<file path="src/inc/rtk_pkg.sv">
package rtk_pkg;
   // Register map
   localparam logic [7:0] ADDR_CTL = 8'h00;
   localparam logic [7:0] ADDR_CAL = 8'h01;
   localparam logic [7:0] ADDR_TIME0 = 8'h02;
   localparam logic [7:0] ADDR_CFG = 8'h0B;
   localparam int N_TIME = 7;
   // Field positions
   localparam int CTL_RD_BIT = 0;
   localparam int CTL_WR_BIT = 1;
   localparam int CTL_CAL_BIT = 2;
   localparam int CAL_SIGN_BIT = 5;
   localparam int CAL_MAG_W = 5;
   localparam int CFG_TCE_BIT = 2;
   // Time field indices
   localparam int F_SEC = 0;
   localparam int F_MIN = 1;
   localparam int F_HOUR = 2;
   localparam int F_DOW = 3;
   localparam int F_DATE = 4;
   localparam int F_MON = 5;
   localparam int F_YEAR = 6;
   // Reset values and rollover limits
   localparam logic [7:0] CTL_RST = 8'h00;
   localparam logic [7:0] CFG_RST = 8'h00;
   localparam logic [7:0] CAL_RST = 8'h00;
   localparam logic [7:0] TIME_LO [N_TIME] = '{8'h00, 8'h00, 8'h00, 8'h01, 8'h01, 8'h01, 8'h00};
   localparam logic [7:0] TIME_HI [N_TIME] = '{8'h59, 8'h59, 8'h23, 8'h07, 8'h31, 8'h12, 8'h99};
   // Timing
   localparam int OSC_HZ = 32768;
   localparam int TICK_HZ = 1;
   localparam int CAL_HZ = 512;
   localparam int DIV_MAX = OSC_HZ / TICK_HZ - 1;
   localparam int CAL_TAP = $clog2(OSC_HZ / CAL_HZ) - 1;
   localparam int CAL_WIN_S = 8;
endpackage : rtk_pkg
</file>
<file path="src/hw/rtk_core.sv">
`timescale 1ns/10ps
// Functional notes
// [RQ1] Divide 32.768 kHz time-base to 1 Hz
// [RQ2] Readable writable seconds through year registers
// [RQ3] Read bit rising copies core to holding
// [RQ4] Pending tick completes before snapshot fill
// [RQ5] Holding frozen until read bit cleared
// [RQ6] Write bit locks user time registers
// [RQ7] Write bit clearing loads user into core
// [RQ8] Core counts always except while locked
// [RQ9] Software must not write invalid values
// [RQ10] Config bit 2 enables backup trickle charge
// [RQ11] Lithium systems keep trickle charge off
// [RQ12] Calibration mode outputs 512 Hz square wave
// [RQ13] Otherwise output follows power-fail comparator
// [RQ14] Correction removes or adds time-base pulses
// [RQ15] Sign one adds, zero removes pulses
// [RQ16] Magnitude at bits 4:0 of 01h
// [RQ17] Calibration setting survives backup loss
// [RQ18] Correction writes accepted only in calibration
// [RQ19] Software clears calibration bit to exit
// [RQ20] Calibration enable is control bit 2
// [RQ21] BCD fields roll over at calendar limits
module rtk_core #(
   parameter int DIV_W = 15,
   parameter logic [7:0] CAL_INIT = rtk_pkg::CAL_RST
) (
   input wire logic clk_sys,
   input wire logic rst,
   input wire logic osc_32k_in,
   input wire logic pf_comp_in,
   input wire logic [7:0] reg_addr,
   input wire logic [7:0] reg_wdata,
   input wire logic reg_wr,
   input wire logic reg_rd,
   output logic [7:0] reg_rdata,
   output logic calib_or_powerfail_out,
   output logic trickle_charge_enable
);

   typedef logic [rtk_pkg::N_TIME-1:0][7:0] rtk_time_t;

   typedef struct packed {
      logic osc_s1;
      logic osc_s2;
      logic osc_prev;
      logic pf_s1;
      logic pf_s2;
      logic [DIV_W-1:0] div;
      logic [2:0] win;
      logic [rtk_pkg::CAL_MAG_W-1:0] adj;
      rtk_time_t core;
      rtk_time_t user;
      logic [7:0] ctl;
      logic [7:0] cal;
      logic [7:0] cfg;
      logic [7:0] rdata;
      logic pin_out;
      logic tce;
   } rtk_state_t;

   rtk_state_t s_q;
   rtk_state_t s_d;

   // A narrow divider for quick runs wraps at its own top, so it still ticks
   localparam int DIV_END = ((2 ** DIV_W) - 1 < rtk_pkg::DIV_MAX) ?
      (2 ** DIV_W) - 1 : rtk_pkg::DIV_MAX;

   function automatic logic [7:0] bcd_inc(input logic [7:0] v);
      if (v[3:0] == 4'h9) begin
         bcd_inc = {v[7:4] + 4'h1, 4'h0};
      end else begin
         bcd_inc = v + 8'h01;
      end
   endfunction : bcd_inc

   function automatic logic [7:0] month_days(input logic [7:0] m, input logic [7:0] y);
      logic [1:0] ymod;
      // Tens digit times ten is two mod four when odd
      ymod = y[1:0] + {y[4], 1'b0};
      unique case (m)
         8'h02: month_days = (ymod == 2'd0) ? 8'h29 : 8'h28;
         8'h04, 8'h06, 8'h09, 8'h11: month_days = 8'h30;
         default: month_days = 8'h31;
      endcase
   endfunction : month_days

   function automatic logic is_time(input logic [7:0] a);
      is_time = (a >= rtk_pkg::ADDR_TIME0) &&
                (a < rtk_pkg::ADDR_TIME0 + 8'(rtk_pkg::N_TIME));
   endfunction : is_time

   logic osc_edge;
   logic tick;
   logic carry;
   logic hour_carry;
   logic [7:0] lim;
   logic [DIV_W:0] sum;
   logic [1:0] step;
   logic [7:0] ctl_new;
   logic [2:0] tidx;

   always_comb begin
      s_d = s_q;
      tick = 1'b0;
      carry = 1'b0;
      hour_carry = 1'b0;
      lim = 8'h00;
      step = 2'd1;
      sum = '0;
      ctl_new = s_q.ctl;
      tidx = 3'(reg_addr - rtk_pkg::ADDR_TIME0);

      // Pins pass two flops before use
      s_d.osc_s1 = osc_32k_in;
      s_d.osc_s2 = s_q.osc_s1;
      s_d.osc_prev = s_q.osc_s2;
      s_d.pf_s1 = pf_comp_in;
      s_d.pf_s2 = s_q.pf_s1;
      osc_edge = s_q.osc_s2 & ~s_q.osc_prev;

      // Divider halts while locked so a loaded time starts clean
      if (osc_edge && !s_q.ctl[rtk_pkg::CTL_WR_BIT]) begin // [RQ8]
         if (s_q.adj != '0) begin
            step = s_q.cal[rtk_pkg::CAL_SIGN_BIT] ? 2'd2 : 2'd0; // [RQ14] [RQ15]
            s_d.adj = s_q.adj - 1'b1;
         end
         sum = {1'b0, s_q.div} + {{(DIV_W - 1){1'b0}}, step};
         if (sum > (DIV_W + 1)'(DIV_END)) begin // [RQ1]
            tick = 1'b1;
            sum = sum - (DIV_W + 1)'(DIV_END + 1);
         end
         s_d.div = sum[DIV_W-1:0];
      end

      // Correction count loads once per window of seconds, then applies on consecutive time-base edges
      if (tick) begin
         s_d.win = s_q.win + 3'd1;
         if (s_q.win == 3'(rtk_pkg::CAL_WIN_S - 1)) begin
            s_d.adj = s_q.cal[rtk_pkg::CAL_MAG_W-1:0]; // [RQ16]
         end
      end

      // BCD calendar carry chain
      carry = tick;
      for (int i = rtk_pkg::F_SEC; i <= rtk_pkg::F_HOUR; i++) begin
         if (carry) begin
            carry = (s_q.core[i] == rtk_pkg::TIME_HI[i]);
            s_d.core[i] = carry ? rtk_pkg::TIME_LO[i] : bcd_inc(s_q.core[i]); // [RQ21]
         end
      end
      hour_carry = carry;
      if (hour_carry) begin
         s_d.core[rtk_pkg::F_DOW] = (s_q.core[rtk_pkg::F_DOW] == rtk_pkg::TIME_HI[rtk_pkg::F_DOW]) ?
            rtk_pkg::TIME_LO[rtk_pkg::F_DOW] : bcd_inc(s_q.core[rtk_pkg::F_DOW]); // [RQ21]
      end
      for (int i = rtk_pkg::F_DATE; i <= rtk_pkg::F_YEAR; i++) begin
         lim = (i == rtk_pkg::F_DATE) ?
            month_days(s_q.core[rtk_pkg::F_MON], s_q.core[rtk_pkg::F_YEAR]) : rtk_pkg::TIME_HI[i];
         if (carry) begin
            carry = (s_q.core[i] == lim);
            s_d.core[i] = carry ? rtk_pkg::TIME_LO[i] : bcd_inc(s_q.core[i]); // [RQ21]
         end
      end

      // Register writes
      if (reg_wr) begin
         if (reg_addr == rtk_pkg::ADDR_CTL) begin
            ctl_new = reg_wdata;
         end
         if (reg_addr == rtk_pkg::ADDR_CAL && s_q.ctl[rtk_pkg::CTL_CAL_BIT]) begin // [RQ18] [RQ20]
            s_d.cal = {2'b00, reg_wdata[5:0]};
         end
         if (reg_addr == rtk_pkg::ADDR_CFG) begin
            s_d.cfg = reg_wdata;
         end
         // Time bytes are taken only under the lock
         if (is_time(reg_addr) && s_q.ctl[rtk_pkg::CTL_WR_BIT]) begin // [RQ6] [RQ2]
            s_d.user[tidx] = reg_wdata;
         end
      end
      s_d.ctl = ctl_new;

      // Lock release loads the core and restarts the second
      if (s_q.ctl[rtk_pkg::CTL_WR_BIT] && !ctl_new[rtk_pkg::CTL_WR_BIT]) begin // [RQ7]
         s_d.core = s_q.user;
         s_d.div = '0;
      end

      // Snapshot takes the post-tick core, so a pending update lands first
      if (!s_q.ctl[rtk_pkg::CTL_RD_BIT] && ctl_new[rtk_pkg::CTL_RD_BIT]) begin // [RQ3] [RQ4]
         s_d.user = s_d.core;
      end

      // Register reads
      if (reg_rd) begin
         if (reg_addr == rtk_pkg::ADDR_CTL) begin
            s_d.rdata = s_q.ctl;
         end else if (reg_addr == rtk_pkg::ADDR_CAL) begin
            s_d.rdata = s_q.cal;
         end else if (reg_addr == rtk_pkg::ADDR_CFG) begin
            s_d.rdata = s_q.cfg;
         end else if (is_time(reg_addr)) begin
            s_d.rdata = s_q.user[tidx]; // [RQ2] [RQ5]
         end else begin
            s_d.rdata = 8'h00;
         end
      end

      // Shared pin: square wave tap or comparator level
      if (s_q.ctl[rtk_pkg::CTL_CAL_BIT]) begin
         s_d.pin_out = s_q.div[rtk_pkg::CAL_TAP]; // [RQ12]
      end else begin
         s_d.pin_out = s_q.pf_s2; // [RQ13]
      end
      s_d.tce = s_q.cfg[rtk_pkg::CFG_TCE_BIT]; // [RQ10]
   end

   always_ff @(posedge clk_sys or posedge rst) begin
      if (rst) begin
         s_q <= '0;
         s_q.ctl <= rtk_pkg::CTL_RST;
         s_q.cfg <= rtk_pkg::CFG_RST;
         // Stands in for the nonvolatile copy of the setting
         s_q.cal <= CAL_INIT; // [RQ17]
         for (int i = 0; i < rtk_pkg::N_TIME; i++) begin
            s_q.core[i] <= rtk_pkg::TIME_LO[i];
            s_q.user[i] <= rtk_pkg::TIME_LO[i];
         end
      end else begin
         s_q <= s_d;
      end
   end

   assign reg_rdata = s_q.rdata;
   assign calib_or_powerfail_out = s_q.pin_out;
   assign trickle_charge_enable = s_q.tce;
endmodule : rtk_core

</file>
<file path="config.mk">
export PLATFORM = sky130hd
export DESIGN_NAME = rtk_core
export DESIGN_NICKNAME = d
export VERILOG_FILES = /design/src/inc/rtk_pkg.sv /design/src/hw/rtk_core.sv
export SDC_FILE = /design/constraint.sdc
export NUM_CORES = 1
export LEC_CHECK = 0
export BUFFER_PORTS_ARGS = -buffer_cell sky130_fd_sc_hd__buf_4
export CAP_MARGIN = 20
export CORE_UTILIZATION = 36
export DETAILED_ROUTE_END_ITERATION = 16
export SLEW_MARGIN = 25
export SYNTH_ARGS = -nofsm -noshare
export SYNTH_HDL_FRONTEND = slang
export SYNTH_SLANG_ARGS = --single-unit
export TNS_END_PERCENT = 10
</file>
<file path="constraint.sdc">
create_clock -name clk_sys -period 11.1 [get_ports clk_sys]
set_clock_uncertainty 0.1 [all_clocks]
set_input_delay 2.22 -clock clk_sys [delete_from_list [all_inputs] [get_ports clk_sys]]
set_output_delay 2.22 -clock clk_sys [all_outputs]
set_load 0.03 [all_outputs]
</file>
==> out/qor_table.md <==
| Result | Value | Unit |
| --- | --- | --- |
| Initial antenna violation count | 0 | - |
| Via count of the routed design | 8,456 | - |
| Setup Viol. Count Final | 0 | - |
| Req. time, crit path | 11.32 | ns |
| Vertical extent of the die | 172 | um |
| Portion of the post-synthesis area used by sequential elements | 41.5 | % |
| Transition time at the pin with the least slew margin | 0.991 | ns |
| Total core area | 0.0281 | mm^2 |
| Biggest area consumer among synthesized cells | dfrtp_1 | - |
| Yosys top cell area share | 40.0 | % |
| Synthesis-to-finish area growth | 9.85 | % |
| Worst slack after detailed placement | 5.11 | ns |
| Initial Utilization | 37.0 | % |
| Setup repair after global routing missed its margin | no | - |
| Largest fanout on the critical path | 42 | - |
| Worst-case clock buffer depth | 2 | - |
| Synth Instances | 1,110 | - |
| Overall track demand over capacity in global routing | 20.1 | % |
| Chip Width | 172 | um |
| Signal arrival time at the worst endpoint | 5.79 | ns |
| Number of cells on the worst reg-to-reg path | 13 | - |
| Antenna Violating Nets Remaining | 0 | - |
| Detail Placement HPWL | 20,100 | um |
| Placed cells | 1,456 | - |
| Achievable clock frequency | 180 | MHz |
| Avg Vias per Cell | 5.68 | - |
| Count of buffers added by post-CTS timing repair for setup | 0 | - |
| Leading cell type by number of instances after synthesis | dfrtp_1 | - |
| Areal power density over the cells | 120 | mW/mm^2 |
| Max-Slew Margin vs Limit | 33.3 | % |
| Setup TNS Final | 0 | ns |
| Wire length on met2 | 13,100 | um |
| Count of instances resized after the clock tree is built | 0 | - |
| Wire length of the first global-routing pass | 46,000 | um |
| Weighted congestion at the end of routability-driven global placement | 0.878 | - |
| Post-detailed-route wirelength per cell | 19.0 | um |
| Tightest Hold Check Type | reg2reg | - |
| Remaining design rule violation count | 0 | - |
| Average footprint of a synthesized cell | 9.36 | um^2 |
| Final worst setup slack | 5.53 | ns |
| # fillers | 2,877 | - |
| Clock Pin Slew Worst Setup and Hold Paths | 0.07 | ns |
| Fraction of the cycle the final worst path needs | 50.2 | % |
| Share of async-settable or async-resettable flops after synthesis | 100 | % |
| Primary flip-flop cell chosen by synthesis mapping | dfrtp_1 | - |
| Number of detailed-routing iterations run before antenna repair | 5 | - |
| Number of diodes added for antenna fixing | 0 | - |
| Total of buffers placed on input and output ports | 31 | - |
| Root buffer cell | clkbuf_16 | - |
| Proportion of layout cells with a drive suffix above 1 | 14.6 | % |
| Number of sinks on the clock net | 172 | - |
| Leakage | 0.00490 | uW |
| Setup crit start kind | primary input | - |
| Congestion Overflow GR | 0 | - |
| Number of nets in the final layout | 1,156 | - |
| Maximum vdd drop | 0.105 | mV |
| Pin count of the biggest net entering global routing | 103 | - |
| Post-synth EDFFs | 0 | - |
| Hold Path Stages | 0 | - |
| Post-route minimum period | 5.57 | ns |
| Top Ports | 32 | - |
| Met1 WL | 13,400 | um |
| Die Footprint | 0.0296 | mm^2 |
| Critical path start-end classification | in2reg | - |
| Total met3 wirelength after detailed routing | 1230 | um |
| Synth warnings | 0 | - |
| H-Tree Level Count | 4 | - |
| Top layer used by detailed routing | met4 | - |
| Latest clock arrival within the worst-skew pair | 0.44 | ns |
| Max-capacitance violation count | 0 | - |
| Cell area after synthesis | 0.0104 | mm^2 |
| Unique cell type count in the Yosys netlist | 87 | - |
| FF+latch count, synth | 172 | - |
| Cell types occupying the most area after synthesis | dfrtp_1 40%, mux2_2 4.7%, ha_1 4.3% | - |
| Initial detailed-routing violation count | 735 | - |
| Status | finished, final reports clean | - |
| Clock tree from TritonCTS | built | - |
| Pins Over Slew Limit | 0 | - |
| Cts bufs inserted | 17 | - |
| Number of rows in the core area | 61 | - |
| Final core utilization | 40.6 | % |
| Number of buffers added to fix hold violations after cts | 0 | - |
| Non-filler instance count after layout | 1,488 | - |
| Total detailed-routing wirelength | 28,300 | um |
| Number of global-route vias before repair | 8,039 | - |
| Worst setup EP type | register | - |
| Most used standard cells in the synthesized netlist | 166 x dfrtp_1, 108 x nand2_1, 108 x nor2_1, 64 x o21ai_0, 62 x a21oi_1 | - |
| Power Total | 1370 | uW |
| Number of endpoints with negative hold slack in the final report | 0 | - |
| Number of nets in the synthesized netlist | 1,169 | - |
[metal layers]
metal  global-route usage [%]  vias to the layer above
met2                     30.8                      226
met3                     2.72                       40
met5                        0                        -
met1                     29.2                     4198
li1                         -                     3992
met4                     6.31                        0
[worst max-delay path: stages]
cell and delay [ns]:
buf_4 0.10, or4_1 0.69, nor2_1 0.70, and3_2 0.71, buf_4 0.52, or4_1 0.19, o21ai_1 0.06, a211o_1 0.30
a211o_1 0.29
[final cells by class]
type                       instances  area [um^2]  area share (%)
multi-input combinational        829         5640            49.4
sequential                       172         4310            37.8
tap                              378          473            4.14
clock buffer                      18          429            3.76
timing repair buffer              37          278            2.43
inverter                          40          158            1.38
clock inverter                    14          133            1.16
[worst paths after layout]
check,from,end,slack [ns]
min in group asynchronous,rst,s_q[165]$_DFFE_PP0P_,1.79
max reg2reg,s_q[146]$_DFF_PP0_,s_q[77]$_DFFE_PP0P_,7.30
min,s_d[169]$_DFF_PP0_,s_q[169]$_DFF_PP0_,0.25
max in group asynchronous,rst,s_q[90]$_DFF_PP0_,7.73
min reg2reg,s_d[169]$_DFF_PP0_,s_q[169]$_DFF_PP0_,0.25
max,reg_addr[5],s_q[72]$_DFFE_PP0P_,5.53
[through the flow]
step	hold slack (ns)	area, um^2
6_report	0.249	11400
5_1_grt	0.253	11400
4_1_cts	0.251	11400
3_5_place_dp	0.235	10800
3_3_place_gp	0.233	10800
2_1_floorplan	0.231	10400
[cells by family (layout without fill, tap and decap cells)]
kind of cell	after synthesis	after routing	synth area share, %
buffers and inverters	109	109	4.48
xor gates and xnor gates	24	24	2.02
muxes	87	87	9.86
DFF	172	172	41.5
AOI/OAI and AO/OA	272	272	17.6
and+or+nand+nor	409	409	20.1
adders and majority gates	37	37	4.53
[flip-flops by register name, summed over array words and instances (netlist names)]
name,cells
trickle_charge_enable,1
s_d,4
s_q,158
calib_or_powerfail_out,1
reg_rdata,8
[power breakdown]
group          leakage, uW  total [uW]  switching, uW  internal (uW)
Clock             0.000262         582            269            313
Sequential         0.00207         682           29.7            653
Combinational      0.00257         105           62.5           42.5
[cell usage in the layout (no fill, tap or decap), types with 6 or more instances in the layout]
cell type / netlist / layout
a211oi_1: 7 / 7
a21o_1: 9 / 9
a21oi_1: 62 / 61
a221oi_1: 9 / 9
a31oi_1: 26 / 26
and2_1: 23 / 22
and3_1: 9 / 8
and4_1: 6 / 6
buf_4: 8 / 37
clkbuf_16: 0 / 17
dfrtp_1: 166 / 166
dfstp_2: 6 / 6
ha_1: 36 / 36
inv_1: 40 / 39
mux2_2: 43 / 43
mux2i_1: 36 / 36
mux4_2: 8 / 8
nand2_1: 108 / 108
nand2b_1: 6 / 6
nand3_1: 41 / 41
nand4_1: 19 / 19
nor2_1: 108 / 108
nor2b_1: 9 / 9
nor3_1: 18 / 18
nor3b_1: 7 / 7
o211ai_1: 16 / 16
o21ai_0: 64 / 64
o21ai_1: 6 / 6
o31ai_1: 9 / 9
or4_1: 7 / 7
xnor2_1: 12 / 12
xor2_1: 12 / 12
Power figures use the tool's default switching activity.
